<file path="config.mk">
export PLATFORM = sky130hd
export DESIGN_NAME = fcss_device_flat
export DESIGN_NICKNAME = d
export VERILOG_FILES = /design/src/fcss_pkg.sv /design/src/fcss_bus_if.sv /design/src/fcss_device.sv /design/src/fcss_timer.sv /design/src/flat_wrapper.sv
export SDC_FILE = /design/constraint.sdc
export NUM_CORES = 1
export LEC_CHECK = 0
export BUFFER_PORTS_ARGS = -buffer_cell sky130_fd_sc_hd__buf_2
export CAP_MARGIN = 30
export CORE_MARGIN = 2
export CORE_UTILIZATION = 60
export DETAILED_ROUTE_END_ITERATION = 12
export HOLD_SLACK_MARGIN = 0.03
export PLACE_DENSITY = 0.81
export SYNTH_ARGS = -nofsm -noshare
export SYNTH_HDL_FRONTEND = slang
export SYNTH_SLANG_ARGS = --single-unit
</file>
<file path="constraint.sdc">
create_clock -name clock_in -period 10.9 [get_ports clock_in]
set_input_delay 3.27 -clock clock_in [delete_from_list [all_inputs] [get_ports clock_in]]
set_output_delay 3.27 -clock clock_in [all_outputs]
set_load 0.05 [all_outputs]
</file>
<file path="src/fcss_pkg.sv">
/*
 * Shared constants for the flash command/status sequencer: command codes,
 * status bit positions, address layout, timing counts and state encodings.
 * Assumes a 125 MHz single clock and a synchronous active-low reset.
 */
package fcss_pkg;

	// ****************************************
	// Bus widths and address layout
	// ****************************************
	localparam int ADDR_W       = 16;
	localparam int DATA_W       = 16;
	localparam int BLK_LSB      = 8;
	localparam int PART_LSB     = 12;
	localparam int NUM_BLK      = 16;
	localparam logic [7:0] LOCK_OFS = 8'h02;
	localparam logic [15:0] OTP_BASE = 16'h0080;
	localparam logic [15:0] OTP_TOP  = 16'h0108;
	localparam logic [15:0] OTP_LOCK_ADDR = 16'h0080;

	// ****************************************
	// Command codes
	// ****************************************
	localparam logic [7:0] CMD_READ_ARRAY   = 8'hff;
	localparam logic [7:0] CMD_READ_STATUS  = 8'h70;
	localparam logic [7:0] CMD_STATUS_CLEAR = 8'h50;
	localparam logic [7:0] CMD_IDENT_READ   = 8'h90;
	localparam logic [7:0] CMD_ERASE_SETUP  = 8'h20;
	localparam logic [7:0] CMD_CONFIRM      = 8'hd0;
	localparam logic [7:0] CMD_SUSPEND      = 8'hb0;
	localparam logic [7:0] CMD_LOCK_SETUP   = 8'h60;
	localparam logic [7:0] CMD_LOCK         = 8'h01;
	localparam logic [7:0] CMD_LOCK_DOWN    = 8'h2f;
	localparam logic [7:0] CMD_OTP_SETUP    = 8'hc0;
	localparam logic [7:0] CMD_BLANK_SETUP  = 8'hbc;
	localparam logic [7:0] CMD_PROG_SETUP   = 8'h40;

	// ****************************************
	// Status word bit positions
	// ****************************************
	localparam int SR_READY   = 7;
	localparam int SR_SUSP    = 6;
	localparam int SR_EBFAIL  = 5;
	localparam int SR_PFAIL   = 4;
	localparam int SR_VPP     = 3;
	localparam int SR_LOCKED  = 1;

	// ****************************************
	// Lock state codes on data bits 1..0
	// ****************************************
	localparam logic [1:0] LK_UNLOCKED = 2'h0;
	localparam logic [1:0] LK_LOCKED   = 2'h1;
	localparam logic [1:0] LK_DOWN     = 2'h3;
	localparam logic [1:0] LK_RESET    = 2'h1;

	// ****************************************
	// Timing
	// ****************************************
	localparam int CLK_MHZ      = 125;
	localparam int ERASE_NS     = 2000;
	localparam int ERASE_CYC    = (ERASE_NS * CLK_MHZ) / 1000;
	localparam int PROG_NS      = 400;
	localparam int PROG_CYC     = (PROG_NS * CLK_MHZ) / 1000;
	localparam int CNT_W        = 16;

	typedef enum logic [1:0] {
		FCSS_RD_ARRAY  = 2'b00,
		FCSS_RD_STATUS = 2'b01,
		FCSS_RD_IDENT  = 2'b10
	} fcss_rmode_t;

	typedef enum logic [2:0] {
		FCSS_SEQ_IDLE  = 3'b000,
		FCSS_SEQ_ERASE = 3'b001,
		FCSS_SEQ_LOCK  = 3'b010,
		FCSS_SEQ_OTP   = 3'b011,
		FCSS_SEQ_BLANK = 3'b100,
		FCSS_SEQ_PROG  = 3'b101
	} fcss_seq_t;

	typedef enum logic [2:0] {
		FCSS_WSM_IDLE  = 3'b000,
		FCSS_WSM_ERASE = 3'b001,
		FCSS_WSM_SUSP  = 3'b010,
		FCSS_WSM_PROG  = 3'b011,
		FCSS_WSM_OTP   = 3'b100,
		FCSS_WSM_BLANK = 3'b101
	} fcss_wsm_t;

	typedef enum logic [2:0] {
		FCSS_H_IDLE = 3'b000,
		FCSS_H_W1   = 3'b001,
		FCSS_H_W2   = 3'b010,
		FCSS_H_RD   = 3'b011,
		FCSS_H_WAIT = 3'b100
	} fcss_hstate_t;

endpackage : fcss_pkg

</file>
<file path="src/fcss_bus_if.sv">
/*
 * Parallel flash bus between the host controller and the flash device.
 * Assumes both ends share clock_in; all signals are synchronous.
 */
`timescale 1ns/100ps
`default_nettype none
interface fcss_bus_if;
	logic        we;
	logic        re;
	logic [15:0] addr;
	logic [15:0] wdata;
	logic [15:0] rdata;

	modport dev  (input we, input re, input addr, input wdata, output rdata);
	modport host (output we, output re, output addr, output wdata, input rdata);
endinterface : fcss_bus_if
`default_nettype wire

</file>
<file path="src/fcss_device.sv">
/*
 * Flash device end: command interpreter, status word, block lock table,
 * one-time area and a timed write state machine with erase suspend.
 * Assumes a host on fcss_bus_if.dev; fault inputs model array outcomes.
 */
// Contract
// RQ1: 0xB0 suspends erase; bit six reports it
// RQ2: Bit seven high when engine idle
// RQ3: Suspended partition accesses avoid erased block
// RQ4: Suspended erase block refuses reads and programs
// RQ5: 0xD0 anywhere resumes suspended erase
// RQ6: 0x70 returns partition to status output
// RQ7: 0x60 setup, confirm to same block
// RQ8: Confirm 0x01 lock, 0xD0 unlock, 0x2F down
// RQ9: After 0x90 lock state on bits 1..0
// RQ10: Lock status at block offset 2
// RQ11: 0xFF returns to array read
// RQ12: OTP program: 0xC0 then data write
// RQ13: OTP address outside area is error
// RQ14: OTP faults set bits three, four, one
// RQ15: Error bits sticky until clear command
// RQ16: Blank check: 0xBC then 0xD0, same block
// RQ17: Blank check: bits 4+5 sequence, 5 not blank
// RQ18: Blank check refused while bit 1 or 3
// RQ19: Host clears status after an error
// RQ20: Host checks full status after blank check
// RQ21: Erase: 0x20 then 0xD0 to block
// RQ22: Bad confirm sets bits four and five
`timescale 1ns/100ps
`default_nettype none
module fcss_device #(
	parameter int ERASE_CYC = fcss_pkg::ERASE_CYC,
	parameter int PROG_CYC  = fcss_pkg::PROG_CYC
) (
	input  wire logic clock_in,
	input  wire logic rst_n_in,
	fcss_bus_if.dev   bus,
	input  wire logic vpp_fault_in,
	input  wire logic prog_fail_in,
	input  wire logic not_blank_in,
	output logic      engine_ready_out,
	output logic      erase_suspended_out
);
	localparam int BW = $clog2(fcss_pkg::NUM_BLK);

	typedef struct packed {
		fcss_pkg::fcss_rmode_t                rmode;
		fcss_pkg::fcss_seq_t                  seq;
		logic [BW-1:0]                        seq_blk;
		fcss_pkg::fcss_wsm_t                  wsm;
		logic [BW-1:0]                        op_blk;
		logic [7:0]                           sr;
		logic [fcss_pkg::NUM_BLK-1:0][1:0]    lock;
		logic                                 otp_locked;
		logic [15:0]                          rdata;
		logic                                 rdy;
		logic                                 susp;
		logic                                 sprog;
	} fcss_dev_t;

	fcss_dev_t s_q;
	fcss_dev_t s_d;
	logic      tmr_start;
	logic      tmr_hold;
	logic      tmr_done;
	logic [fcss_pkg::CNT_W-1:0] tmr_load;
	logic      ptmr_start;
	logic      ptmr_done;

	function automatic logic [BW-1:0] blk_of(input logic [15:0] a);
		blk_of = a[fcss_pkg::BLK_LSB +: BW];
	endfunction : blk_of

	// ****************************************
	// Busy timer
	// ****************************************
	fcss_timer #(.W(fcss_pkg::CNT_W)) u_timer (
		.clock_in (clock_in),
		.rst_n_in (rst_n_in),
		.start_in (tmr_start),
		.load_in  (tmr_load),
		.hold_in  (tmr_hold),
		.done_out (tmr_done)
	);
	fcss_timer #(.W(fcss_pkg::CNT_W)) u_ptimer (.clock_in(clock_in), .rst_n_in(rst_n_in),
		.start_in(ptmr_start), .load_in(fcss_pkg::CNT_W'(PROG_CYC)), .hold_in(1'b0),
		.done_out(ptmr_done));

	// ****************************************
	// Command interpreter and engine
	// ****************************************
	always_comb begin
		logic [7:0]    cmd;
		logic [BW-1:0] blk;
		logic          seq_err;
		cmd       = bus.wdata[7:0];
		blk       = blk_of(bus.addr);
		seq_err   = 1'b0;
		s_d       = s_q;
		tmr_start = 1'b0;
		tmr_load  = '0;
		ptmr_start = 1'b0;
		// Engine completion frees the command path first
		if (tmr_done) s_d.wsm = fcss_pkg::FCSS_WSM_IDLE;
		if (ptmr_done) s_d.sprog = 1'b0;
		if (bus.we) begin
			if (s_q.seq != fcss_pkg::FCSS_SEQ_IDLE) begin
				s_d.seq   = fcss_pkg::FCSS_SEQ_IDLE;
				s_d.rmode = fcss_pkg::FCSS_RD_STATUS;
				unique case (s_q.seq)
					fcss_pkg::FCSS_SEQ_ERASE: begin
						if (cmd == fcss_pkg::CMD_CONFIRM && blk == s_q.seq_blk) begin // RQ21
							if (s_q.lock[blk] != fcss_pkg::LK_UNLOCKED)
								s_d.sr[fcss_pkg::SR_LOCKED] = 1'b1;
							else begin
								s_d.wsm    = fcss_pkg::FCSS_WSM_ERASE;
								s_d.op_blk = blk;
								tmr_start  = 1'b1;
								tmr_load   = fcss_pkg::CNT_W'(ERASE_CYC);
							end
						end else seq_err = 1'b1; // RQ22
					end
					fcss_pkg::FCSS_SEQ_LOCK: begin
						s_d.rmode = fcss_pkg::FCSS_RD_ARRAY;
						if (blk != s_q.seq_blk) seq_err = 1'b1; // RQ7
						else if (cmd == fcss_pkg::CMD_LOCK) begin // RQ8
							if (s_q.lock[blk] != fcss_pkg::LK_DOWN) s_d.lock[blk] = fcss_pkg::LK_LOCKED;
						end else if (cmd == fcss_pkg::CMD_CONFIRM) begin // RQ8
							if (s_q.lock[blk] != fcss_pkg::LK_DOWN) s_d.lock[blk] = fcss_pkg::LK_UNLOCKED;
						end else if (cmd == fcss_pkg::CMD_LOCK_DOWN) begin // RQ8
							s_d.lock[blk] = fcss_pkg::LK_DOWN;
						end else seq_err = 1'b1; // RQ22
					end
					fcss_pkg::FCSS_SEQ_OTP: begin
						if (bus.addr < fcss_pkg::OTP_BASE || bus.addr >= fcss_pkg::OTP_TOP)
							s_d.sr[fcss_pkg::SR_PFAIL] = 1'b1; // RQ13
						else if (s_q.otp_locked)
							s_d.sr[fcss_pkg::SR_LOCKED] = 1'b1; // RQ14
						else begin // RQ12
							if (bus.addr == fcss_pkg::OTP_LOCK_ADDR && !bus.wdata[0])
								s_d.otp_locked = 1'b1;
							s_d.wsm   = fcss_pkg::FCSS_WSM_OTP;
							tmr_start = 1'b1;
							tmr_load  = fcss_pkg::CNT_W'(PROG_CYC);
						end
					end
					fcss_pkg::FCSS_SEQ_BLANK: begin
						if (cmd != fcss_pkg::CMD_CONFIRM || blk != s_q.seq_blk)
							seq_err = 1'b1; // RQ17
						else if (s_q.sr[fcss_pkg::SR_LOCKED] || s_q.sr[fcss_pkg::SR_VPP])
							seq_err = 1'b1; // RQ18
						else begin // RQ16
							s_d.wsm   = fcss_pkg::FCSS_WSM_BLANK;
							tmr_start = 1'b1;
							tmr_load  = fcss_pkg::CNT_W'(PROG_CYC);
						end
					end
					fcss_pkg::FCSS_SEQ_PROG: begin
						if (s_q.wsm == fcss_pkg::FCSS_WSM_SUSP && blk == s_q.op_blk)
							seq_err = 1'b1; // RQ4
						else if (s_q.lock[blk] != fcss_pkg::LK_UNLOCKED)
							s_d.sr[fcss_pkg::SR_LOCKED] = 1'b1;
						else if (s_q.wsm == fcss_pkg::FCSS_WSM_SUSP) begin // RQ3
							s_d.sprog  = 1'b1;
							ptmr_start = 1'b1;
						end else begin
							s_d.wsm   = fcss_pkg::FCSS_WSM_PROG;
							tmr_start = 1'b1;
							tmr_load  = fcss_pkg::CNT_W'(PROG_CYC);
						end
					end
					default: ;
				endcase
				if (seq_err) begin
					s_d.sr[fcss_pkg::SR_EBFAIL] = 1'b1; // RQ22
					s_d.sr[fcss_pkg::SR_PFAIL]  = 1'b1; // RQ22
				end
			end else if ((s_d.wsm == fcss_pkg::FCSS_WSM_IDLE
				|| s_d.wsm == fcss_pkg::FCSS_WSM_SUSP) && !s_d.sprog) begin
				s_d.seq_blk = blk;
				unique case (cmd)
					fcss_pkg::CMD_READ_ARRAY:   s_d.rmode = fcss_pkg::FCSS_RD_ARRAY; // RQ11
					fcss_pkg::CMD_READ_STATUS:  s_d.rmode = fcss_pkg::FCSS_RD_STATUS; // RQ6
					fcss_pkg::CMD_IDENT_READ:   s_d.rmode = fcss_pkg::FCSS_RD_IDENT; // RQ9
					fcss_pkg::CMD_STATUS_CLEAR: begin
						s_d.sr[fcss_pkg::SR_EBFAIL] = 1'b0; // RQ15
						s_d.sr[fcss_pkg::SR_PFAIL]  = 1'b0; // RQ15
						s_d.sr[fcss_pkg::SR_VPP]    = 1'b0; // RQ15
						s_d.sr[fcss_pkg::SR_LOCKED] = 1'b0; // RQ15
					end
					fcss_pkg::CMD_CONFIRM: begin
						if (s_q.wsm == fcss_pkg::FCSS_WSM_SUSP) begin // RQ5
							s_d.wsm   = fcss_pkg::FCSS_WSM_ERASE;
							s_d.rmode = fcss_pkg::FCSS_RD_STATUS;
						end
					end
					fcss_pkg::CMD_ERASE_SETUP: begin
						if (s_q.wsm == fcss_pkg::FCSS_WSM_IDLE) s_d.seq = fcss_pkg::FCSS_SEQ_ERASE;
					end
					fcss_pkg::CMD_LOCK_SETUP:  s_d.seq = fcss_pkg::FCSS_SEQ_LOCK; // RQ7
					fcss_pkg::CMD_OTP_SETUP:   s_d.seq = fcss_pkg::FCSS_SEQ_OTP; // RQ12
					fcss_pkg::CMD_BLANK_SETUP: begin
						if (s_q.wsm == fcss_pkg::FCSS_WSM_IDLE) s_d.seq = fcss_pkg::FCSS_SEQ_BLANK;
					end
					fcss_pkg::CMD_PROG_SETUP:  s_d.seq = fcss_pkg::FCSS_SEQ_PROG; // RQ3
					default: ;
				endcase
			end else if (cmd == fcss_pkg::CMD_SUSPEND) begin
				s_d.rmode = fcss_pkg::FCSS_RD_STATUS;
				if (s_q.wsm == fcss_pkg::FCSS_WSM_ERASE && !tmr_done)
					s_d.wsm = fcss_pkg::FCSS_WSM_SUSP; // RQ1
			end else if (cmd == fcss_pkg::CMD_READ_STATUS) begin
				s_d.rmode = fcss_pkg::FCSS_RD_STATUS;
			end
		end
		// Completion flags after the clear command, so a coinciding set wins
		if (tmr_done) begin
			unique case (s_q.wsm)
				fcss_pkg::FCSS_WSM_ERASE: if (vpp_fault_in) s_d.sr[fcss_pkg::SR_VPP] = 1'b1;
				fcss_pkg::FCSS_WSM_PROG, fcss_pkg::FCSS_WSM_OTP: begin
					if (vpp_fault_in) s_d.sr[fcss_pkg::SR_VPP] = 1'b1; // RQ14
					else if (prog_fail_in) s_d.sr[fcss_pkg::SR_PFAIL] = 1'b1; // RQ14
				end
				fcss_pkg::FCSS_WSM_BLANK: if (not_blank_in) s_d.sr[fcss_pkg::SR_EBFAIL] = 1'b1; // RQ17
				default: ;
			endcase
		end
		if (ptmr_done) begin
			if (vpp_fault_in) s_d.sr[fcss_pkg::SR_VPP] = 1'b1; // RQ14
			else if (prog_fail_in) s_d.sr[fcss_pkg::SR_PFAIL] = 1'b1; // RQ14
		end
		tmr_hold = (s_d.wsm == fcss_pkg::FCSS_WSM_SUSP);
		s_d.rdy  = (s_d.wsm == fcss_pkg::FCSS_WSM_IDLE || s_d.wsm == fcss_pkg::FCSS_WSM_SUSP)
			&& !s_d.sprog; // RQ2
		s_d.susp = (s_d.wsm == fcss_pkg::FCSS_WSM_SUSP); // RQ1
		s_d.sr[fcss_pkg::SR_READY] = s_d.rdy; // RQ2
		s_d.sr[fcss_pkg::SR_SUSP]  = s_d.susp; // RQ1
		// Read data, one cycle after the read strobe
		s_d.rdata = '0;
		if (bus.re) begin
			unique case (s_q.rmode)
				fcss_pkg::FCSS_RD_STATUS: s_d.rdata = {8'h00, s_q.sr};
				fcss_pkg::FCSS_RD_IDENT: begin
					if (bus.addr[fcss_pkg::BLK_LSB-1:0] == fcss_pkg::LOCK_OFS)
						s_d.rdata = {14'h0000, s_q.lock[blk]}; // RQ10
				end
				fcss_pkg::FCSS_RD_ARRAY: begin
					if (!(s_q.wsm == fcss_pkg::FCSS_WSM_SUSP && blk == s_q.op_blk))
						s_d.rdata = 16'hffff; // RQ4
				end
				default: s_d.rdata = '0;
			endcase
		end
	end

	always_ff @(posedge clock_in) begin
		if (!rst_n_in) begin
			s_q       <= '0;
			s_q.rmode <= fcss_pkg::FCSS_RD_ARRAY;
			s_q.sr    <= 8'h80;
			s_q.rdy   <= 1'b1;
			s_q.lock  <= {fcss_pkg::NUM_BLK{fcss_pkg::LK_RESET}};
		end else begin
			s_q <= s_d;
		end
	end

	assign bus.rdata           = s_q.rdata;
	assign engine_ready_out    = s_q.rdy;
	assign erase_suspended_out = s_q.susp;
endmodule : fcss_device
`default_nettype wire

</file>
<file path="src/fcss_timer.sv">
/*
 * Down-counting busy timer used by the write state machine.
 * Assumes start and hold are exclusive; hold freezes the count (suspend).
 */
`timescale 1ns/100ps
`default_nettype none
module fcss_timer #(
	parameter int W = 16
) (
	input  wire logic         clock_in,
	input  wire logic         rst_n_in,
	input  wire logic         start_in,
	input  wire logic [W-1:0] load_in,
	input  wire logic         hold_in,
	output logic              done_out
);
	typedef struct packed {
		logic [W-1:0] cnt;
		logic         run;
		logic         done;
	} fcss_tmr_t;

	fcss_tmr_t s_q;
	fcss_tmr_t s_d;

	always_comb begin
		s_d      = s_q;
		s_d.done = 1'b0;
		if (start_in) begin
			s_d.cnt = load_in;
			s_d.run = 1'b1;
		end else if (s_q.run && !hold_in) begin
			if (s_q.cnt <= W'(1)) begin
				s_d.run  = 1'b0;
				s_d.done = 1'b1;
			end else begin
				s_d.cnt = s_q.cnt - W'(1);
			end
		end
	end

	always_ff @(posedge clock_in) begin
		if (!rst_n_in) begin
			s_q <= '0;
		end else begin
			s_q <= s_d;
		end
	end

	assign done_out = s_q.done;
endmodule : fcss_timer
`default_nettype wire

</file>
<file path="src/flat_wrapper.sv">
// flat-port wrapper written by rule: the top's interface ports become plain ports
module fcss_device_flat 
#(
	parameter int ERASE_CYC = fcss_pkg::ERASE_CYC,
	parameter int PROG_CYC  = fcss_pkg::PROG_CYC
)
  (clock_in, rst_n_in, vpp_fault_in, prog_fail_in, not_blank_in, engine_ready_out, erase_suspended_out, bus_we, bus_re, bus_addr, bus_wdata, bus_rdata);
  fcss_bus_if bus_i ();
  input  wire logic clock_in;
  input  wire logic rst_n_in;
  input  wire logic vpp_fault_in;
  input  wire logic prog_fail_in;
  input  wire logic not_blank_in;
  output logic engine_ready_out;
  output logic erase_suspended_out;
  input wire logic [$bits(bus_i.we)-1:0] bus_we;
  input wire logic [$bits(bus_i.re)-1:0] bus_re;
  input wire logic [$bits(bus_i.addr)-1:0] bus_addr;
  input wire logic [$bits(bus_i.wdata)-1:0] bus_wdata;
  output wire logic [$bits(bus_i.rdata)-1:0] bus_rdata;
  assign bus_i.we = bus_we;
  assign bus_i.re = bus_re;
  assign bus_i.addr = bus_addr;
  assign bus_i.wdata = bus_wdata;
  assign bus_rdata = bus_i.rdata;
  fcss_device #(.ERASE_CYC(ERASE_CYC), .PROG_CYC(PROG_CYC)) u_core (.clock_in(clock_in), .rst_n_in(rst_n_in), .bus(bus_i), .vpp_fault_in(vpp_fault_in), .prog_fail_in(prog_fail_in), .not_blank_in(not_blank_in), .engine_ready_out(engine_ready_out), .erase_suspended_out(erase_suspended_out));
endmodule
</file>
==> results of run 1 <==
power breakdown:
part / switching [uW] / internal (uW) / leakage, uW / total, uW
sequential: 1.49 / 368 / 0.000809 / 369
clock: 133 / 138 / 0.000117 / 271
combinational: 41.4 / 15.7 / 0.00128 / 57.1
cells by family (layout without fill, tap and decap cells):
group | Yosys count | in the layout | share of synthesized area (%)
muxes | 19 | 19 | 5.49
AOI/OAI and AO/OA | 169 | 169 | 18.7
buffers and inverters | 80 | 81 | 6.97
adders and majority gates | 4 | 4 | 0.861
DFF | 100 | 100 | 34.4
and+or+nand+nor | 346 | 346 | 29.8
xor gates and xnor gates | 25 | 25 | 3.77
worst register-to-register path: cells and delay by family (launching register included):
family / cells / cell delay (ns)
multiplexers: 2 / 0.81
AO/OA/AOI/OAI: 4 / 1.43
flip-flops: 1 / 0.32
AND/OR/NAND/NOR: 3 / 0.70
routing by layer:
metal	GRT usage [%]	vias up	share of wire, %
li1	-	2626	-
met1	34.8	2538	44
met2	48.8	211	49
met3	4.65	27	5.8
met4	8.62	0	1.6
met5	0	-	0
final timing paths:
check,depth (start not counted),to,startpoint
max,10,u_core.u_timer.s_q[7],bus_addr[9]
min,2,u_core.u_ptimer.done_out,u_core.u_ptimer.s_q[1]
max reg2reg,9,u_core.u_timer.s_q[7],flip-flop
min reg2reg,2,u_core.u_ptimer.done_out,u_core.u_ptimer.s_q[1]
cell usage after synthesis (6+ instances only):
cell type    n
inv_1       12
dfxtp_1    100
buf_4       16
nor2_1      83
nor3_1      22
mux2i_1      9
or2_2        6
a31oi_1     19
nand4_1      6
nand2_1     98
mux4_1       6
or3_1       10
xor2_1       7
nor4_1       7
o21a_1       7
nor2b_1     17
nand2b_1    13
nand3_1     38
xnor2_1     18
or4_1       12
a21oi_1     62
clkbuf_1    38
o21ai_0     32
layout make-up:
class	count	area (sq um)	area share, %
multi-input cells	563	3410	55.7
repair buffers	52	268	4.37
well taps	129	161	2.64
clock inverters	6	95.1	1.55
flip-flops and latches	100	2000	32.7
clock buffers	10	138	2.25
inverters	13	48.8	0.797
placed cells by master (no fill, tap or decap), drive strengths merged, types with 10 or more instances in the layout:
master / instances
dfxtp: 100
nand2: 99
nor2: 84
a21oi: 62
buf: 52
nand3: 38
o21ai: 36
nor3: 22
a31oi: 20
xnor2: 18
nor2b: 17
inv: 14
nand2b: 13
or4: 13
or3: 12
clkbuf: 10
metrics by stage:
step | power (uW) | setup WS [ns] | util, % | hold WS (ns) | instances
6_report | 698 | 4.38 | 65.6 | 0.451 | 873
5_1_grt | 723 | 4.19 | 65.6 | 0.468 | 873
4_1_cts | 702 | 4.42 | 65.5 | 0.455 | 872
3_5_place_dp | 434 | 4.02 | 63.0 | 0.437 | 856
3_3_place_gp | 432 | 4.10 | 62.9 | 0.420 | 854
2_1_floorplan | 423 | 4.91 | - | 0.411 | 743
==> impl_results.md, run 1 <==
* Status: complete, no violations
* Slew Limit Fails at 0
* Worst VDD drop at 0.0000979 V
* Crit-path max cell delay at 0.63 ns
* Slew @ Worst Pin at 1.05 ns
* Synth warnings at 0
* Crit path max fanout at 24
* Most area-consuming cells after synthesis: dfxtp_1, nand2_1, nor2_1
* Vias/cell at 6.19
* RSZ-0062 raised after global routing: false
* Share of the synthesized area in the top cell type at 34.4%
* CTS tree: yes
* Initial antenna violation count at 0
* Main flop type after synthesis: dfxtp_1
* P&R area growth vs syn at 5.25%
* Synthesis-stage register bit count at 100
* Die area at 10500 sq um
* Max Cap Viol at 0
* Final nets at 782
* Total CTS buffers at 9
* CP top delay family: compound AO/OA/AOI/OAI gates
* Share of cells above drive strength 1 at 12.5%
* Die height at 102 microns
* Via Count at 5402
* Avg Inst Size Synth at 7.83 sq um
* PostCTS Resize Cnt at 0
* Core area at 9330 sq um
* Final hold vios at 0
* Number of setup violations in the final report at 0
* Vias in the first global route at 4992
* Critical path arrival at 6.78 ns
* Clock latency on the worst-skew pair at 0.37 ns
* Post-route antenna net violation count at 0
* Mapped Area at 5820 sq um
* Die width at 102 microns
* Rel. slew slack at 29.2%
* Post-synth EDFFs at 0
* Critical Path RT at 11.15 ns
* CP Class: input pin to flip-flop
* CP Buf/Inv Count at 1
* Global-route wire length before repair at 23200 microns
* Worst-path clk slew at 0.10 ns
* Number of library cell types mapped by synthesis at 78
* CTS sink count at 100
* Port Buf Inserts at 48
* DPL Wire Length at 9840 microns
* Area after DPL at 5880 sq um
* Gr ovfl total at 0
* Reg-to-reg slack, setup at 7.54 ns
* Largest net degree at the start of global routing at 29
* Total Routing Usage GR at 27.8%
* Synth area leader: dfxtp_1
* DR DRC count at 0
* Period minus WS final at 6.52 ns
* Post-CTS Repair Setup Buffers at 0
* Synthesized instance count at 743
* Sum Neg Setup Slack at 0 ns
* Pwr dens at 114 nW/um^2
* HP Class: flip-flop to flip-flop
* Initial Util at 62.3%
* Gpl congestion at 0.956
* Boundary pin count at 57
* # fillers at 814
* Critical path's slowest cell: mux4_1
* Critical-path cell list: buf_2 > mux4_1 > mux2_2 > or3_4 > a211oi_1 > a2bb2oi_2 > nand4b_4 > o21ai_4 > nor3_1 > o31a_1
* Register area share after synthesis at 34.4%
* Crit end category: flip-flop
* P_leak at 0.00221 uW
* CTS Buffer Depth at 2
* Clock Skew at 0.0144 ns
* Final Cell Area at 6120 sq um
* Synth async-reset ratio at 0%
* Startpoint Class: input pin
* Post-cts hold buffer count at 0
* WL final at 13800 microns
* Clock root buffer: clkbuf_8
* Drt pass-1 iters at 8
* ANT cells at 0
* # H-tree levels at 3
* Initial DRC count at 316
* Routed len/inst at 15.8 microns
* Post-Syn Nets at 786
* Highest Clock Rate at 153 MHz
* Fin crit share at 59.9%
* FP Rows at 35
(Power assumes the default switching activity.)
==> run 2, diff against run 1 <==
clock period = 6.7 ns   (was 10.9 ns; I/O delays follow)
==> run 2 against run 1 <==
First-iteration DRC count fell by 2.8%. Final area fell by 0.22%. Sequential cell count unchanged. Clock power increased by 56%. Count of clock-buffer cells in the layout up 1. Non-clock buffer count did not move. Routed wire length decreased by 1.1%. Critical path depth is the same. Largest cell class unchanged. Highest routed layer unchanged.
==> impl_results.md, run 2 (same netlist as run 1, synthesis figures left out) <==
* Worst-path clk slew at 0.09 ns
* CTS sink count at 100
* Status: complete, no violations
* Routed len/inst at 15.7 microns
* FP Rows at 35
* Finished Layout Cells at 873
* CTS tree: yes
* Vias/cell at 6.08
* Clock Skew at 0.0115 ns
* Crit end category: flip-flop
* CP top delay family: compound AO/OA/AOI/OAI gates
* Global-route wire length before repair at 23100 microns
* Crit-path max cell delay at 0.62 ns
* Critical-path cell list: buf_2 > mux4_1 > mux2_2 > nor3_1 > o21ai_1 > a2111oi_0 > a311o_2 > o21ai_4 > or4_1 > a21oi_1
* Max Cap Viol at 0
* Drt pass-1 iters at 5
* WL final at 13700 microns
* Die height at 102 microns
* Commonest non-fill, non-tap cell in the layout: dfxtp_1
* P_leak at 0.00221 uW
* Die area at 10500 sq um
* Slew @ Worst Pin at 1.06 ns
* DPL Wire Length at 9690 microns
* Initial DRC count at 307
* Post-cts hold buffer count at 0
* Fin crit share at 77.9%
* Largest net degree at the start of global routing at 45
* HP Class: flip-flop to flip-flop
* Port Buf Inserts at 48
* Startpoint Class: input pin
* Via Count at 5310
* Gpl congestion at 0.946
* Initial antenna violation count at 0
* Final hold vios at 0
* Pwr dens at 182 nW/um^2
* Clock latency on the worst-skew pair at 0.38 ns
* Critical Path RT at 7.01 ns
* Crit path max fanout at 24
* DR DRC count at 0
* Slew Limit Fails at 0
* Die width at 102 microns
* Final Util at 65.5%
* # H-tree levels at 3
* Core area at 9330 sq um
* ANT cells at 0
* P&R area growth vs syn at 5.01%
* Critical path arrival at 5.53 ns
* Gr ovfl total at 0
* Final nets at 782
* Highest Clock Rate at 192 MHz
* Initial Util at 62.3%
* Highest-count cells in the layout ignoring fill and taps: dfxtp_1, nand2_1, nor2_1
* Boundary pin count at 57
* RSZ-0062 raised after global routing: false
* Vias in the first global route at 4939
* Share of cells above drive strength 1 at 12.4%
* CP Buf/Inv Count at 1
* Dpl cells at 857
* # fillers at 830
* Register Area at 2000 sq um
* Clock root buffer: clkbuf_8
* Post-route antenna net violation count at 0
* Sum Neg Setup Slack at 0 ns
* Total CTS buffers at 9
* Period minus WS final at 5.22 ns
* CP Class: input pin to flip-flop
* Post-CTS Repair Setup Buffers at 0
* CTS Buffer Depth at 2
* Total Routing Usage GR at 27.7%
* Worst VDD drop at 0.000125 V
* Multi-input logic area at 3410 sq um
* Critical path's slowest cell: mux4_1
* Number of setup violations in the final report at 0
* Rel. slew slack at 29.1%
* PostCTS Resize Cnt at 0
==> run 2: changes by cell type in the layout (fill, tap and decap cells not counted) <==
cell      delta
buf_2        -1
buf_4        +1
clkbuf_1     +1
clkinv_2     +3
clkinv_4     -2
inv_6        -2
==> run 2: per-stage QoR <==
step	total power, uW	hold WS [ns]	instance area [sq um]	setup WS (ns)
after floorplan	688	0.411	5820	1.97
after global placement	704	0.420	5890	1.18
after detailed placement	706	0.439	5890	1.11
after CTS	1120	0.454	6110	1.51
after global routing	1150	0.469	6110	1.24
final	1110	0.448	6110	1.48
==> run 2: area by class of cell <==
| cell class | instances | share of cell area [%] |
|---|---|---|
| flip-flops and latches | 100 | 32.8 |
| clock buffers | 11 | 2.32 |
| inverters | 13 | 0.799 |
| repair buffers | 52 | 4.43 |
| clock inverters | 5 | 1.23 |
| well taps | 129 | 2.64 |
| multi-input cells | 563 | 55.8 |
==> run 2: path summary, 6_finish.rpt <==
path | start | cells past startpoint | endpoint | slack [ns]
setup / recovery | bus_addr[9] | 10 | u_core.u_timer.s_q[16] | 1.48
hold / removal | u_core.engine_ready_out | 2 | u_core.bus.rdata[7] | 0.45
setup reg to reg | flip-flop | 9 | u_core.u_timer.s_q[16] | 3.34
hold reg to reg | u_core.engine_ready_out | 2 | u_core.bus.rdata[7] | 0.45
==> run 2: report_power, final <==
part | switching (uW) | internal, uW | leakage (uW)
clock | 203 | 219 | 0.000113
sequential | 2.45 | 598 | 0.000809
combinational | 67.0 | 25.1 | 0.00128
total | 272 | 842 | 0.00221
==> run 2: routing by layer <==
layer | track usage (%) | wire [microns] | up-vias
met5 | 0 | 0 | -
met4 | 10.4 | 235 | 0
met3 | 5.27 | 769 | 20
met2 | 47.9 | 6680 | 176
met1 | 34.4 | 5980 | 2493
li1 | - | - | 2621
==> run 2: worst register-to-register path, cell delays in order (launching register included) <==
cell	delay, ns
dfxtp_1	0.32
mux4_1	0.50
mux2_2	0.31
nor3_1	0.35
o21ai_1	0.10
a2111oi_0	0.57
a311o_2	0.27
o21ai_4	0.19
or4_1	0.53
a21oi_1	0.14
==> run 3, diff against run 2 <==
clock period = 5 ns   (was 6.7 ns; I/O delays follow)
==> run 3 against run 2 <==
Combinational power increased by 38%. Setup slack got worse by 1.0 ns. Clock power up 39%. Global-route usage rose by 0.39 points. Hold slack got worse by 0.0092 ns. Die area did not move. Utilization up 1.1 points. Clock skew is 0.0013 ns lower. Highest routed layer unchanged.
==> impl_results.md, run 3 (same netlist as run 1, synthesis figures left out) <==
* Port Buf Inserts at 48
* Worst-path clk slew at 0.10 ns
* WHS at 0.439 ns
* Fin crit share at 90.5%
* Gpl congestion at 0.927
* Commonest non-fill, non-tap cell in the layout: dfxtp_1
* Area after DPL at 5970 sq um
* Critical path endpoint: u_core.u_timer.s_q[11]
* Register Area at 2000 sq um
* Multi-input logic area at 3410 sq um
* Initial antenna violation count at 0
* Cells on worst reg2reg path at 10
* Vias/cell at 6.17
* Slew Limit Fails at 0
* RSZ-0062 raised after global routing: false
* Routed len/inst at 15.9 microns
* Rel. slew slack at 30.5%
* Die height at 102 microns
* Reg-to-reg slack, setup at 1.78 ns
* Highest-count cells in the layout ignoring fill and taps: dfxtp_1, nand2_1, nor2_1
* CTS Buffer Depth at 2
* Total power at 1520 uW
* Boundary pin count at 57
* Critical path arrival at 4.84 ns
* Period minus WS final at 4.53 ns
* Clock root buffer: clkbuf_8
* CP Class: input pin to flip-flop
* Post-route antenna net violation count at 0
* Via Count at 5457
* # H-tree levels at 3
* Slew @ Worst Pin at 1.04 ns
* ANT cells at 0
* Core area at 9330 sq um
* Status: complete, no violations
* Die area at 10500 sq um
* PostCTS Resize Cnt at 0
* Final nets at 794
* Largest net degree at the start of global routing at 45
* Clock latency on the worst-skew pair at 0.38 ns
* Final Util at 66.6%
* Post-cts hold buffer count at 0
* Sum Neg Setup Slack at 0 ns
* M1 GR Usage at 35.5%
* Final hold vios at 0
* Initial DRC count at 343
* FP Rows at 35
* Worst VDD drop at 0.000162 V
* Total CTS buffers at 9
* Gr ovfl total at 0
* Clock Skew at 0.0102 ns
* HP Class: flip-flop to flip-flop
* CTS tree: yes
* Die width at 102 microns
* Pwr dens at 245 nW/um^2
* Global-route wire length before repair at 23600 microns
* Post-CTS Repair Setup Buffers at 0
* Met3 Usage GRT at 6.29%
* Total Routing Usage GR at 28.1%
* Max Cap Viol at 0
* Share of cells above drive strength 1 at 13.9%
* Hold Path Depth at 2
* DR DRC count at 0
* CTS sink count at 100
* Vias in the first global route at 4984
* Number of setup violations in the final report at 0
* DPL Wire Length at 9910 microns
* Startpoint Class: input pin
* # fillers at 819
* WL final at 14100 microns
* Highest Clock Rate at 221 MHz
* Critical Path RT at 5.31 ns
* GRT busiest layer: met2
* P&R area growth vs syn at 6.76%
* Final Cell Area at 6210 sq um
* FF-to-FF End: u_core.u_timer.s_q[11]
* Crit path launch: bus_addr[9]
* P_leak at 0.00227 uW
* GRT met2 Usage at 48.3%
* Initial Util at 62.3%
* Crit path max fanout at 21
* Drt pass-1 iters at 5
* Crit end category: flip-flop
==> run 3: final cells by class <==
cell class | count | area share (%)
clock buffer | 9 | 2.00
timing repair buffer | 64 | 5.80
inverter | 13 | 0.786
clock inverter | 7 | 1.67
tap | 129 | 2.60
sequential | 100 | 32.2
multi-input combinational | 563 | 54.9
==> run 3: report_power, final <==
part | switching (uW) | total, uW | internal [uW]
Combinational | 91.4 | 127 | 35.2
Clock | 298 | 587 | 289
Sequential | 3.21 | 805 | 802
Total | 393 | 1520 | 1130
==> run 3: worst min path at each step <==
stage                                    end              startpoint
finish                   u_core.bus.rdata[6]          u_core.s_q[58]
global route             u_core.bus.rdata[6]          u_core.s_q[58]
CTS                      u_core.bus.rdata[6]          u_core.s_q[58]
detailed placement       u_core.bus.rdata[6]          u_core.s_q[58]
global placement    u_core.u_ptimer.done_out  u_core.u_ptimer.s_q[1]
floorplan           u_core.u_ptimer.done_out  u_core.u_ptimer.s_q[1]
==> run 3: per-stage QoR <==
step                worst slack (ns)  instances
global placement              0.0834        868
finish                         0.473        885
detailed placement             0.106        868
global route                   0.245        885
CTS                            0.501        884
floorplan                      0.777        743
==> run 3: layer usage <==
layer,routed length (microns),vias to the layer above
met5,0,-
met4,160,0
met3,1010,17
met2,7020,220
met1,5920,2577
li1,-,2643
==> run 3: worst max-delay path, stage by stage <==
cell       delay (ns)
buf_2            0.38
mux4_1           0.63
mux2_2           0.30
nor3_1           0.26
o21ai_1          0.09
a2111oi_0        0.49
buf_4            0.19
a311o_2          0.16
o21ai_4          0.17
or4_1            0.51
a21oi_1          0.15
